### config.mk
export PLATFORM = sky130hd
export DESIGN_NAME = dvm_ctrl
export DESIGN_NICKNAME = d
export VERILOG_FILES = /design/src/dvm_pkg.sv /design/src/dvm_ctrl.sv
export SDC_FILE = /design/constraint.sdc
export NUM_CORES = 1
export LEC_CHECK = 0
export ABC_CLOCK_PERIOD_IN_PS = 3400
export BUFFER_PORTS_ARGS = -buffer_cell sky130_fd_sc_hd__buf_4
export CORE_UTILIZATION = 50
export CTS_BUF_LIST = sky130_fd_sc_hd__clkbuf_2
export DETAILED_ROUTE_END_ITERATION = 8
export PLACE_DENSITY = 0.79
export SLEW_MARGIN = 0
export SYNTH_ARGS = -nofsm -noshare
export SYNTH_HDL_FRONTEND = slang
export SYNTH_SLANG_ARGS = --single-unit
### constraint.sdc
create_clock -name sys_clk -period 3.4 [get_ports sys_clk]
set_input_delay 0.17 -clock sys_clk [delete_from_list [all_inputs] [get_ports sys_clk]]
set_output_delay 0.17 -clock sys_clk [all_outputs]
set_load 0.03 [all_outputs]
### src/dvm_pkg.sv
// dvm_pkg: shared constants and types for the voltage transition control block.
// assumes one 100 MHz clock; the byte-level register port is fed by the device's i2c engine.
package dvm_pkg;
  localparam int DVM_CODE_W = 5;
  localparam int DVM_NSUP = 4;
  // supply indices
  localparam int DVM_CORE = 0;
  localparam int DVM_SB = 1;
  localparam int DVM_L4 = 2;
  localparam int DVM_L2 = 3;
  // register offsets and reset values
  localparam logic [7:0] DVM_ADDR_CTRL_A = 8'h20;
  localparam logic [7:0] DVM_ADDR_CTRL_B = 8'h21;
  localparam logic [7:0] DVM_CTRL_RST = 8'h00;
  // transition_ctrl_a field positions
  localparam int A_L4_SEL = 7;
  localparam int A_L4_GO = 6;
  localparam int A_L2A_SEL2 = 5;
  localparam int A_L2A_GO2 = 4;
  localparam int A_CORE_SEL1 = 3;
  localparam int A_CORE_GO1 = 2;
  localparam int A_SB_SEL1 = 1;
  localparam int A_SB_GO1 = 0;
  // transition_ctrl_b field positions
  localparam int B_L2B_SEL = 7;
  localparam int B_L2B_GO = 6;
  localparam int B_L2A_SEL1 = 5;
  localparam int B_L2A_GO1 = 4;
  localparam int B_CORE_SEL2 = 3;
  localparam int B_CORE_GO2 = 2;
  localparam int B_SB_SEL2 = 1;
  localparam int B_SB_GO2 = 0;
  // core buck default after pin enable: code 10011 is 1.200 V (0.725 V + 19 x 25 mV)
  localparam logic [4:0] DVM_CORE_DEFAULT = 5'h13;
  // cycles per code step of a ramp
  localparam int DVM_STEP_CYC = 16;

  typedef struct packed {
    logic [DVM_CODE_W-1:0] second;
    logic [DVM_CODE_W-1:0] first;
  } dvm_pair_t;

  typedef enum logic {DVM_IDLE, DVM_RAMP} dvm_state_t;
endpackage : dvm_pkg

### src/dvm_ctrl.sv
// dvm_ctrl: go/select control registers and ramp sequencing for the scaled supplies.
// assumes the i2c engine gives one-cycle byte writes on sys_clk; target codes come from
// the voltage setting registers elsewhere; core_enable_pin is asynchronous.
`timescale 1ns/1ps
module dvm_ctrl
  import dvm_pkg::*;
#(
  parameter int STEP_CYC = DVM_STEP_CYC
) (
  input wire logic sys_clk,
  input wire logic rstn,
  input wire logic reg_wr,
  input wire logic reg_rd,
  input wire logic [7:0] reg_addr,
  input wire logic [7:0] reg_wdata,
  output logic [7:0] reg_rdata,
  input wire dvm_pair_t core_target,
  input wire dvm_pair_t second_buck_target,
  input wire dvm_pair_t linreg_four_target,
  input wire dvm_pair_t linreg_two_a_target,
  input wire dvm_pair_t linreg_two_b_target,
  input wire logic core_enable_pin,
  input wire logic core_active_level,
  output logic [DVM_NSUP-1:0][DVM_CODE_W-1:0] supply_code,
  output logic [DVM_NSUP-1:0] supply_busy,
  output logic core_buck_on
);
  localparam logic [7:0] STEP_LAST = 8'(STEP_CYC - 1);

  logic [7:0] ctrl_a_q, ctrl_a_d, ctrl_b_q, ctrl_b_d, rdata_q, rdata_d;
  logic pin_s1_q, pin_s2_q, pin_prev_q, on_q, on_d;
  logic pin_fall, core_edge, wr_a, wr_b;
  logic [7:0] hold_a, hold_b, clr_a, clr_b;
  logic [DVM_NSUP-1:0] launch, done, busy_q;
  logic [DVM_NSUP-1:0][DVM_CODE_W-1:0] launch_tgt, cur_q, tgt_q;
  dvm_state_t [DVM_NSUP-1:0] st_q;
  logic [DVM_NSUP-1:0][7:0] cnt_q;

  // pin synchroniser; only the second stage and its delayed copy feed logic
  always_ff @(posedge sys_clk or negedge rstn) begin
    if (!rstn) begin
      pin_s1_q <= 1'b1;
      pin_s2_q <= 1'b1;
      pin_prev_q <= 1'b1;
    end else begin
      pin_s1_q <= core_enable_pin;
      pin_s2_q <= pin_s1_q;
      pin_prev_q <= pin_s2_q;
    end
  end

  // pin decode: buck on level, enable edge, falling edge
  always_comb begin
    on_d = (pin_s2_q == core_active_level);
    core_edge = on_d && !on_q;
    pin_fall = pin_prev_q && !pin_s2_q;
  end

  // register writes; go bits of a ramping supply, bar the linreg two a-side pair, are frozen so writes neither stop nor restart
  always_comb begin
    wr_a = reg_wr && (reg_addr == DVM_ADDR_CTRL_A);
    wr_b = reg_wr && (reg_addr == DVM_ADDR_CTRL_B);
    hold_a = '0;
    hold_b = '0;
    hold_a[A_CORE_GO1] = busy_q[DVM_CORE];
    hold_b[B_CORE_GO2] = busy_q[DVM_CORE];
    hold_a[A_SB_GO1] = busy_q[DVM_SB];
    hold_b[B_SB_GO2] = busy_q[DVM_SB];
    hold_a[A_L4_GO] = busy_q[DVM_L4];
    hold_b[B_L2B_GO] = busy_q[DVM_L2];
    clr_a = '0;
    clr_b = '0;
    clr_a[A_CORE_GO1] = done[DVM_CORE] || core_edge;
    clr_b[B_CORE_GO2] = done[DVM_CORE] || core_edge;
    clr_a[A_SB_GO1] = done[DVM_SB];
    clr_b[B_SB_GO2] = done[DVM_SB];
    clr_a[A_L4_GO] = done[DVM_L4];
    clr_b[B_L2B_GO] = done[DVM_L2];
    ctrl_a_d = wr_a ? ((reg_wdata & ~hold_a) | (ctrl_a_q & hold_a)) : ctrl_a_q;
    ctrl_b_d = wr_b ? ((reg_wdata & ~hold_b) | (ctrl_b_q & hold_b)) : ctrl_b_q;
    ctrl_a_d = ctrl_a_d & ~clr_a;
    ctrl_b_d = ctrl_b_d & ~clr_b;
    rdata_d = rdata_q;
    if (reg_rd) begin
      rdata_d = (reg_addr == DVM_ADDR_CTRL_A) ? ctrl_a_q : (reg_addr == DVM_ADDR_CTRL_B) ? ctrl_b_q : 8'h00;
    end
  end

  // launch decode and target choice; select bits taken as they stand after this write
  always_comb begin
    launch[DVM_CORE] = !busy_q[DVM_CORE] && on_q && !core_edge
      && ((wr_a && reg_wdata[A_CORE_GO1]) || (wr_b && reg_wdata[B_CORE_GO2]));
    launch[DVM_SB] = !busy_q[DVM_SB]
      && ((wr_a && reg_wdata[A_SB_GO1]) || (wr_b && reg_wdata[B_SB_GO2]));
    launch[DVM_L4] = !busy_q[DVM_L4] && wr_a && reg_wdata[A_L4_GO];
    // a-side go bits deliberately absent here
    launch[DVM_L2] = !busy_q[DVM_L2] && ((wr_b && reg_wdata[B_L2B_GO]) || pin_fall);
    launch_tgt[DVM_CORE] = (ctrl_a_d[A_CORE_SEL1] || ctrl_b_d[B_CORE_SEL2]) ? core_target.second
      : core_target.first;
    launch_tgt[DVM_SB] = (ctrl_a_d[A_SB_SEL1] || ctrl_b_d[B_SB_SEL2]) ? second_buck_target.second
      : second_buck_target.first;
    launch_tgt[DVM_L4] = ctrl_a_d[A_L4_SEL] ? linreg_four_target.second : linreg_four_target.first;
    if (pin_fall) begin
      launch_tgt[DVM_L2] = (ctrl_a_d[A_L2A_SEL2] || ctrl_b_d[B_L2A_SEL1]) ? linreg_two_a_target.second
        : linreg_two_a_target.first;
    end else begin
      launch_tgt[DVM_L2] = ctrl_b_d[B_L2B_SEL] ? linreg_two_b_target.second : linreg_two_b_target.first;
    end
  end

  always_ff @(posedge sys_clk or negedge rstn) begin
    if (!rstn) begin
      ctrl_a_q <= DVM_CTRL_RST;
      ctrl_b_q <= DVM_CTRL_RST;
      rdata_q <= 8'h00;
      on_q <= 1'b0;
    end else begin
      ctrl_a_q <= ctrl_a_d;
      ctrl_b_q <= ctrl_b_d;
      rdata_q <= rdata_d;
      on_q <= on_d;
    end
  end

  // one ramp sequencer per supply: one code step every STEP_CYC cycles, fixed rate
  for (genvar s = 0; s < DVM_NSUP; s++) begin : g_ramp
    dvm_state_t st_d;
    logic [DVM_CODE_W-1:0] cur_d, tgt_d;
    logic [7:0] cnt_d;
    logic tick, force_def;
    always_comb begin
      force_def = (s == DVM_CORE) && core_edge;
      tick = (st_q[s] == DVM_RAMP) && (cnt_q[s] == STEP_LAST);
      done[s] = tick && (cur_q[s] == tgt_q[s]);
      st_d = st_q[s];
      cur_d = cur_q[s];
      tgt_d = tgt_q[s];
      cnt_d = cnt_q[s];
      case (st_q[s])
        DVM_IDLE: begin
          if (launch[s]) begin
            st_d = DVM_RAMP;
            tgt_d = launch_tgt[s];
            cnt_d = 8'h00;
          end
        end
        DVM_RAMP: begin
          cnt_d = tick ? 8'h00 : cnt_q[s] + 8'h01;
          if (done[s]) begin
            st_d = DVM_IDLE;
          end else if (tick) begin
            cur_d = (cur_q[s] < tgt_q[s]) ? cur_q[s] + 5'h01 : cur_q[s] - 5'h01;
          end
        end
        default: st_d = DVM_IDLE;
      endcase
      // re-enable throws away any old ramp and host target
      if (force_def) begin
        st_d = DVM_IDLE;
        cur_d = DVM_CORE_DEFAULT;
        tgt_d = DVM_CORE_DEFAULT;
        cnt_d = 8'h00;
      end
    end
    always_ff @(posedge sys_clk or negedge rstn) begin
      if (!rstn) begin
        st_q[s] <= DVM_IDLE;
        cur_q[s] <= '0;
        tgt_q[s] <= '0;
        cnt_q[s] <= 8'h00;
        busy_q[s] <= 1'b0;
      end else begin
        st_q[s] <= st_d;
        cur_q[s] <= cur_d;
        tgt_q[s] <= tgt_d;
        cnt_q[s] <= cnt_d;
        busy_q[s] <= (st_d == DVM_RAMP);
      end
    end
  end

  assign reg_rdata = rdata_q;
  assign supply_code = cur_q;
  assign supply_busy = busy_q;
  assign core_buck_on = on_q;
endmodule : dvm_ctrl

Word-level counts from Yosys, hierarchy flattened

Index checks and enable logic that the tools add are counted.

Register bits after elaboration: 104
Bits of input ports: 72
Output and inout bits: 33
Word-level logic and storage cells: 171

Add/sub/neg operators: 12
Magnitude comparators: 4
Equality and inequality tests: 17
Muxes and demuxes: 47
Bitwise gates (word level): 19
Reductions and logical operators: 49

Operators by type and width:

| kind                                              | count |
|---|---|
| 2-to-1 mux 8 bit                                  | 13 |
| 2-to-1 mux 5 bit                                  | 17 |
| one-hot mux 8 bit (2 select lines)                | 4 |
| adder 8 x 1 -> 8 bit (second input constant)      | 4 |
| AND 8 bit                                         | 4 |
| == test 8 x 4 -> 1 bit (second input constant)    | 4 |
| inverter 7 -> 8 bit                               | 4 |
| logical AND 1 bit                                 | 24 |
| adder 5 x 1 -> 5 bit (second input constant)      | 4 |
| == test 5 bit                                     | 4 |
| < comparator 5 bit                                | 4 |
| subtractor 5 x 1 -> 5 bit (second input constant) | 4 |
| AND 8 x 7 -> 8 bit                                | 2 |
| == test 8 x 6 -> 1 bit (second input constant)    | 2 |
| OR 8 bit                                          | 2 |
| AND reduction 3 bit                               | 4 |
| inequality test 2 bit (second input constant)     | 5 |
| 2-to-1 mux 1 bit                                  | 9 |
| one-hot mux 1 bit (2 select lines)                | 4 |
| AND reduction 2 bit                               | 4 |
| logical NOT 1 bit                                 | 7 |
| logical OR 1 bit                                  | 7 |
| inverter 1 bit                                    | 7 |
| nonzero test 2 bit                                | 3 |
| other kinds (2)                                   | 2 |

Longest topological paths before layout

Gate-level depths: netlist of run 1.

Depth after elaboration: 11
Depth in mapped cells: 14

Worst setup path before layout of run 1

No wires, ideal clock.

Kind: flip-flop to flip-flop
Start point: reg cur_q (netlist bit supply_code[6])
End point: reg cur_q (netlist bit supply_code[9])
Library setup time: 0.134 ns
Arrival: 2.610 ns
Data required time: 3.266 ns
Slack: 0.656 ns
Cell stages (with the launch flop): 12
Buffers on the path: 0
Period minus slack after synthesis: 2.744 ns
Path through: dfrtp_1 ha_1 nor2b_1 o21ai_0 nand2b_1 a221o_1 fa_1 a21o_1 a21oi_1 nor2b_1 mux2i_1 xnor2_1

Cells in the longest elaborated chain, start to end: 4

Ends and longest elaborated chain:

| element                                                           | RTL line        | RTL |
|---|---|---|
| start: declaration                                                | dvm_ctrl.sv:35  | `logic [DVM_NSUP-1:0][DVM_CODE_W-1:0] launch_tgt, cur_q, tgt_q;` |
| start signal: indexed assignment                                  | dvm_ctrl.sv:174 | `cur_q[s] <= cur_d;` |
| branches (longest 4 deep; another with subtractor 5 x 1 -> 5 bit) | n/a             |  |

Parallel ways; which one is timed is not known.
A chain may end at the register's enable or synchronous reset.

Worst setup path in the final report of run 1

Ends and elaborated chain as after synthesis.

==> results of run 1 <==
-- registers in the layout (all words and copies together) (netlist names) --
name          flops
pin_prev_q        1
pin_s1_q          1
tgt_q            20
cnt_q            32
ctrl_a_q          8
pin_s2_q          1
st_q              4
reg_rdata         8
core_buck_on      1
supply_code      20
ctrl_b_q          8
-- power groups by stage --
stage	Clock [mW]	Combinational (mW)	Sequential (mW)
floorplan	0	0.177	1.36
global placement	0	0.304	1.37
CTS	0.665	0.373	1.35
global route	0.712	0.415	1.36
finish	0.651	0.375	1.35
detailed placement	0	0.317	1.37
-- synth_stat cells (all sizes together) --
cell,instances,area (µm²)
mux2,14,157.7
and2,10,68.82
o21ai,61,305.3
and3,14,87.58
fa,4,80.08
a31oi,3,18.77
a21o,9,67.56
a311oi,1,8.760
nor4b,2,47.55
a21boi,1,11.26
xor2,4,35.03
nand4b,3,26.28
or4,1,7.510
a32o,1,10.01
o22ai,9,56.30
buf,4,18.76
nand3b,6,45.04
dfrtp,101,2527
nor2,41,192.7
inv,39,146.4
and3b,1,8.760
nand4,9,56.30
a2111oi,3,82.58
nor2b,18,112.6
a221o,1,10.01
or3,2,12.51
nand2b,6,37.54
dfstp,3,78.83
a211oi,10,75.07
mux2i,41,422.9
clkbuf,13,48.80
nor4,1,6.260
a22o,1,8.760
a21oi,26,130.1
o21a,1,7.510
o31ai,5,37.54
nor3,13,76.33
nand3,21,110.1
nand2,42,165.2
ha,36,450.4
xnor2,15,131.4
-- worst min-delay path: cells and delay by family --
kind                   cells  cell delay, ns
buffers and inverters      1            0.23
multiplexers               1            0.18
AO/OA/AOI/OAI              1            0.08
-- cell type report --
type | instances | area [µm²] | area share
clock buffers | 10 | 50.05 | 0.006585
inverters | 39 | 146.4 | 0.01926
repair buffers | 163 | 1366 | 0.1798
well taps | 143 | 178.9 | 0.02354
flip-flops and latches | 104 | 2606 | 0.3429
clock inverters | 6 | 83.83 | 0.01103
multi-input cells | 436 | 3168 | 0.4169
-- how the worst max path moves through the flow --
stage                       to             from  depth (start not counted)
2_1_floorplan   supply_code[9]   supply_code[6]                         11
3_3_place_gp    supply_code[9]   supply_code[6]                         11
3_5_place_dp    supply_code[9]   supply_code[6]                         11
4_1_cts         supply_code[9]   supply_code[6]                         11
5_1_grt        supply_code[19]  supply_code[15]                         13
6_report        supply_code[9]   supply_code[6]                         11
-- cell families after synthesis --
| group | count (synthesis) | synth area share |
|---|---|---|
| AOI/OAI and AO/OA | 132 | 0.1385 |
| adders and majority gates | 40 | 0.08859 |
| and+or+nand+nor | 190 | 0.1772 |
| DFF | 104 | 0.4352 |
| xor gates and xnor gates | 19 | 0.02779 |
| muxes | 55 | 0.09695 |
| buffers and inverters | 56 | 0.03573 |
-- per-stage QoR --
step / utilization / setup WS (ns)
4_1_cts: 0.6571 / 0.5434
3_3_place_gp: 0.5962 / 0.7309
3_5_place_dp: 0.5962 / 0.5575
2_1_floorplan: - / 0.6565
5_1_grt: 0.6571 / 0.3678
6_report: 0.6571 / 0.5507
-- per-layer routing --
layer | vias up | track usage
li1 | 2421 | -
met1 | 2430 | 0.2797
met2 | 140 | 0.4321
met3 | 34 | 0.04899
met4 | 0 | 0.09099
met5 | - | 0
-- repair_timing --
action | CTS | global route
hold endpoints to repair | 106 | 0
hold buffers | 57 | 0
setup endpoints to repair | 0 | 0
==> out/metrics.yaml, run 1 <==
ys_ff_latch: 104
power-per-cell-area_nw_per_um2: 312.8
critPathMaxFanout: 5
slew_viol_final: 0
power.clock.fraction: 0.274
clock_insertion_delay_worst_skew_ns: 0.60
die_w_um: 111.4
fin_crit_ns: 2.849
avgViaCountPerCell: 5.577
seq_area_frac_synth: 0.4352
finalSetupViolCount: 0
critical_path_buf_inv_count: 0
cell_repeated_most_along_the_worst_path: "nor2b_1"
met1_wire_length_um: 5742
dp_cells: 828
cp_max_stage_delay_ns: 0.51
portion_of_total_power_attributed_to_combinational_logic: 0.158
worstHoldStart: "reg_addr[0]"
mostFrequentLayoutCells: "buf_4, dfrtp_1, o21ai_0, dlygate4sd3_1, nand2_1"
post-route-period-util: 0.8380
r2r_slack_ns: 0.55
floorplan.io_pins: 105
met3WireLength_um: 667
status: "complete, but fails checks"
grt_pass1_wl_um: 23910
grt_util_all_layers: 0.2394
routed.top_layer: "met4"
final_count_of_hold_timing_violations: 0
route.detailed.drc: 6
p_leak_nw: 3.609
cts.sinks: 104
post_synth_inst_count: 596
timing.clock.skew_ns: 0.03338
rsz0062_at_grt: "no"
r2r_end: "supply_code[9]"
final_cell_area_um2: 7600
setup.worst_path.end_class: "flop"
cts.clk_slew.worst_paths_ns: 0.28
postRouteWirelength_um: 14170
die_h_um: 111.4
crit_required_ns: 3.93
routed-wl-met2_um: 7401
post_layout_nonfiller_instances: 901
dieArea_um2: 12420
post_route_cells_drive_above_1_share: 0.2071
critPathKind: "flop to flop"
power.share.switching: 0.2701
transition_time_of_the_tightest_slew_check_pin_ns: 0.8238
portBuffers: 104
antenna_cells_inserted: 0
min_path_cells: 3
tritoncts: "done"
most_common_cell_after_layout_fill_and_taps_aside: "buf_4"
final.setup.tns_ns: 0
worstPathCellList: "ha_1 > nor2b_1 > o21ai_0 > nand2b_1 > a221o_1 > fa_1 > a21o_1 > a21oi_1 > nor2b_1 > mux2i_1 > xnor2_1"
overflow: 0
power_switching_uw: 642.2
mean_syn_cell_area_um2: 10.05
route.vias.total: 5025
power.total_mw: 2.378
placement_rows: 39
drt_first_iter_violations: 218
synthDistinctLibCells: 50
intPower_mw: 1.735
postRouteAntennaNets: 0
worst_r2r_startpoint: "supply_code[6]"
first_pass_iters: 6
r2r.worst_path.cells: 11
max-clock-path-buffers: 2
initial_core_util: 0.5178
critPathTopFamily: "compound AO/OA/AOI/OAI gates"
critPathArrivalTime_ns: 3.38
max_cap_violations: 0
failed_checks: "DRC"
cts_setup_buffers: 0
htreeDepth: 3
yosys_warnings: 0
path_class_of_the_lowest_slack_min_delay_path: "input pin to flop"
ctsRootBufferMaster: "clkbuf_2"
num_cts_buffers: 9
first_global_vias: 5194
cts_resized: 0
critical_path.startpoint_type: "flop"
synthesis.area_um2: 5988
number_of_nets_in_the_final_layout: 865
syn-num-nets: 708
post_drt_wl_per_cell_um: 15.73
hold_path_end: "reg_rdata[7]"
place_congestion: 0.8151
sequentialPowerShare: 0.568
grt_start_max_net_pins: 63
worst_path_max_delay_cell: "dfrtp_1"
hpwl_detailed_um: 9812
slew_headroom: 0.4351
grt_antenna_before_repair: 0
ir_worst_vdd_mv: 0.3309
clock.fmax_mhz: 351.0
n_fill_cell: 882
design.core.area_um2: 11560
hold_ws_ns: 0.05782
placed_area_um2: 6895
area_delta_synth_final_pct: 26.91
(Power assumes the default switching activity.)
==> inputs of run 2 (changes only) <==
--- a/config.mk
+++ b/config.mk
@@ -5,12 +5,13 @@
 export SDC_FILE = /design/constraint.sdc
 export NUM_CORES = 1
 export LEC_CHECK = 0
-export ABC_CLOCK_PERIOD_IN_PS = 3400
+export ABC_AREA = 1
+export ABC_CLOCK_PERIOD_IN_PS = 2620
 export BUFFER_PORTS_ARGS = -buffer_cell sky130_fd_sc_hd__buf_4
 export CORE_UTILIZATION = 50
 export CTS_BUF_LIST = sky130_fd_sc_hd__clkbuf_2
 export DETAILED_ROUTE_END_ITERATION = 8
-export PLACE_DENSITY = 0.79
+export PLACE_DENSITY = 0.81
 export SLEW_MARGIN = 0
 export SYNTH_ARGS = -nofsm -noshare
 export SYNTH_HDL_FRONTEND = slang
==> constraint.sdc (replaced) <==
create_clock -name sys_clk -period 2.62 [get_ports sys_clk]
set_input_delay 0.131 -clock sys_clk [delete_from_list [all_inputs] [get_ports sys_clk]]
set_output_delay 0.131 -clock sys_clk [all_outputs]
set_load 0.03 [all_outputs]
==> out/metrics.yaml, run 2 <==
status: "finished clean"
final_core_util: 0.6776  # +0.02046
mean_syn_cell_area_um2: 8.110  # -19%
place_congestion: 0.8281  # +1.6%
grt_antenna_before_repair: 0  # unchanged
initial_core_util: 0.5237  # +0.005859
hpwl_detailed_um: 9970  # +1.6%
antenna_cells_inserted: 0  # unchanged
largest_register_by_flop_count: "cnt_q"
yosys_warnings: 0  # unchanged
finalSetupViolCount: 0  # unchanged
first_pass_iters: 5  # -1
cts.clk_slew.worst_paths_ns: 0.27  # about the same
tritoncts: "done"
most_common_cell_after_layout_fill_and_taps_aside: "nand2_1"
path_class_of_the_lowest_slack_min_delay_path: "input pin to async pin"
grt_pass1_wl_um: 25780  # +7.8%
drt_first_iter_violations: 307  # +41%
route.vias.total: 5697  # +13%
timing.final.ws_setup_ns: 0.06564  # -0.4850 ns
critical_path_buf_inv_count: 4  # +4
critPathKind: "input pin to flop"
post_synth_and_or_nand_nor_area_fraction: 0.2407  # +0.06355
n_fill_cell: 936  # +6.1%
slew_headroom: 0.5826  # +0.1474
num_cts_buffers: 9  # unchanged
post_layout_nonfiller_instances: 1083  # +20%
worstPathCellList: "dlygate4sd3_1 > buf_4 > nor2_1 > dlygate4sd3_1 > nand2_1 > nor2_4 > nand3_1 > nand2_2 > nand3_1 > nand2_1 > nor2_1 > dlygate4sd3_1 > nor2_1 > nor2_1"
crit_required_ns: 3.14  # -0.79 ns
synthFlopType: "dfrtp_1"
post-route-period-util: 0.9749
final_cell_area_um2: 7903  # +4.0%
post_route_cells_drive_above_1_share: 0.1713  # -0.03585
first_global_vias: 5673  # +9.2%
slew_viol_final: 0  # unchanged
die_h_um: 112.5  # +0.97%
critical_path.startpoint_type: "input pin"
max-clock-path-buffers: 2  # unchanged
post_synth_inst_count: 753  # +26%
max_cap_violations: 0  # unchanged
cell_repeated_most_along_the_worst_path: "nor2_1"
transition_time_of_the_tightest_slew_check_pin_ns: 0.6262  # -0.1976 ns
yosysMostFrequentCell: "nand2_1"
design.core.area_um2: 11660  # +0.84%
floorplan.io_pins: 105  # unchanged
overflow: 0  # unchanged
netlist_top_cells_count: "nand2_1, inv_1, dfrtp_1"
placed_area_um2: 7051  # +2.3%
grt_start_max_net_pins: 58  # -7.9%
worst_path_max_delay_cell: "dlygate4sd3_1"
timing.clock.skew_ns: 0.02396  # -0.009417 ns
mostFrequentLayoutCells: "nand2_1, buf_4, inv_1, dfrtp_1, dlygate4sd3_1"
htreeDepth: 3  # unchanged
final_count_of_hold_timing_violations: 0  # unchanged
cp_max_stage_delay_ns: 0.55  # +0.04 ns
synth_xor_area_frac: 0.04733  # +0.01954
largest_register_ff_count: 32  # unchanged
area_of_all_sequential_standard_cells_um2: 2606  # unchanged
synthDistinctLibCells: 44  # -12%
portBuffers: 104  # unchanged
dp_cells: 994  # +20%
clock_insertion_delay_worst_skew_ns: 0.59  # about the same
dominant_combinational_cell_family_by_area_after_synthesis: "simple AND/OR/NAND/NOR gates"
pre_cts_ws_ns: 0.06523  # -0.4922 ns
leading_cell_types_by_total_area_after_synthesis: "dfrtp_1, nand2_1, ha_1, inv_1, nor2_1"
placement_rows: 39  # unchanged
synth-adder-area-share: 0.08687  # -0.001724
seq_area_frac_synth: 0.4268  # -0.008471
route.detailed.drc: 0  # -6
postRouteAntennaNets: 0  # unchanged
critPathMaxFanout: 11  # +6
critPathTopFamily: "buffers and inverters"
syn-num-nets: 865  # +22%
dieArea_um2: 12660  # +1.9%
postRouteWirelength_um: 14860  # +4.8%
cts.sinks: 104  # unchanged
number_of_enable_flip_flop_cells_after_synthesis: 0  # unchanged
avgViaCountPerCell: 5.260  # -5.7%
die_w_um: 112.5  # +0.97%
p_leak_nw: 4.047  # +12%
final.setup.tns_ns: 0  # unchanged
power-per-cell-area_nw_per_um2: 472.1  # +51%
multi_input_combinational_cell_area_um2: 3050  # -3.7%
critPathArrivalTime_ns: 3.08  # -0.30 ns
post_drt_wl_per_cell_um: 13.72  # -13%
fin_crit_ns: 2.554
grt_util_all_layers: 0.2545  # +0.01511
setup.worst_path.end_class: "flop"
clock.fmax_mhz: 391.5
area_delta_synth_final_pct: 29.40
number_of_nets_in_the_final_layout: 1047  # +21%
ctsRootBufferMaster: "clkbuf_2"
async_flop_share: 1.000  # unchanged
ys_ff_latch: 104  # unchanged
ir_worst_vdd_mv: 0.4073  # +23%
compound_gate_portion_of_the_synthesized_area: 0.1205  # -0.01806
synthDominantAreaCellType: "dfrtp_1"
synth_mux_area_frac: 0.001844  # -0.09511
yosysTopAreaCellShare: 0.4138  # -0.008215
synthesis.area_um2: 6107  # +2.0%
==> run 2: cell types whose count changed after synthesis, sizes merged, moves of 9 or more <==
cell / before / now
nand2: 42 / 159
inv: 39 / 112
mux2i: 41 / 0
nor2: 41 / 73
nand3: 21 / 50
a21oi: 26 / 47
xor2: 4 / 25
nor2b: 18 / 0
and3: 14 / 0
mux2: 14 / 1
and2: 10 / 0
a211oi: 10 / 1
clkbuf: 13 / 4
==> run 2: worst register-to-register path: stages (launching register included) <==
cell and delay, ns:
dfrtp_1 0.49, ha_1 0.32, nand2_1 0.05, o21ai_0 0.22
nor2_2 0.09, buf_4 0.14, fa_1 0.41, o21ai_0 0.23
xor2_1 0.20, xnor2_1 0.13, a22oi_1 0.08
==> run 2: timing repair <==
| item | CTS | global route |
|---|---|---|
| hold endpoints to repair | 144 | 1 |
| gates resized for setup | 0 | 5 |
| setup endpoints to repair | 0 | 8 |
| setup buffers | 0 | 2 |
| hold buffers | 70 | 1 |
==> run 2: report_power, final <==
part / switching [mW] / leakage, nW / total, mW / internal (mW)
clock: 0.531 / 0.0759 / 0.760 / 0.229
combinational: 0.593 / 2.66 / 1.06 / 0.472
sequential: 0.142 / 1.31 / 1.91 / 1.76
total: 1.27 / 4.05 / 3.73 / 2.46
==> run 2: cells by family (layout without fill, tap and decap cells) <==
group           after synthesis  in the layout
fa+ha+maj                    40             40
xor+xnor                     33             33
flops                       104            104
mux                           1              1
simple gates                325            325
compound gates              130            130
buf+inv                     120            307
==> run 2: path summary, 6_finish.rpt <==
check / start / end / slack [ns] / cells past startpoint
setup / recovery: reg_addr[6] / tgt_q[17] / 0.07 / 14
hold / removal: rstn / supply_code[8] / 0.03 / 2
setup reg to reg: supply_code[3] / supply_code[4] / 0.19 / 10
hold reg to reg: pin_s1_q / pin_s2_q / 0.38 / 0
max in group asynchronous: rstn / supply_code[16] / 1.82 / 3
min in group sys_clk: reg_addr[1] / reg_rdata[1] / 0.08 / 6
==> run 2: cell type report <==
class,count,share of cell area
Timing Repair Buffer,178,0.1932
Sequential cell,104,0.3298
Clock inverter,5,0.007283
Inverter,113,0.05415
Clock buffer,11,0.006966
Tap cell,143,0.02264
Multi-Input combinational cell,529,0.3860
==> run 2: metal layers <==
metal  vias up  routed length (µm)  GRT usage
met5         -                   0          0
met3        15                 778    0.06102
met2       167                7214     0.4484
met1      2683                6683     0.3171
li1       2832                   -          -
met4         0                 182    0.05689
==> run 2: per-stage QoR <==
step / hold WS, ns / power, mW
after floorplan: -0.1646 / 2.568
after global placement: 0.1879 / 2.877
after detailed placement: 0.1838 / 2.916
after CTS: 0.01771 / 3.749
after global routing: 0.006328 / 3.991
final: 0.03464 / 3.730
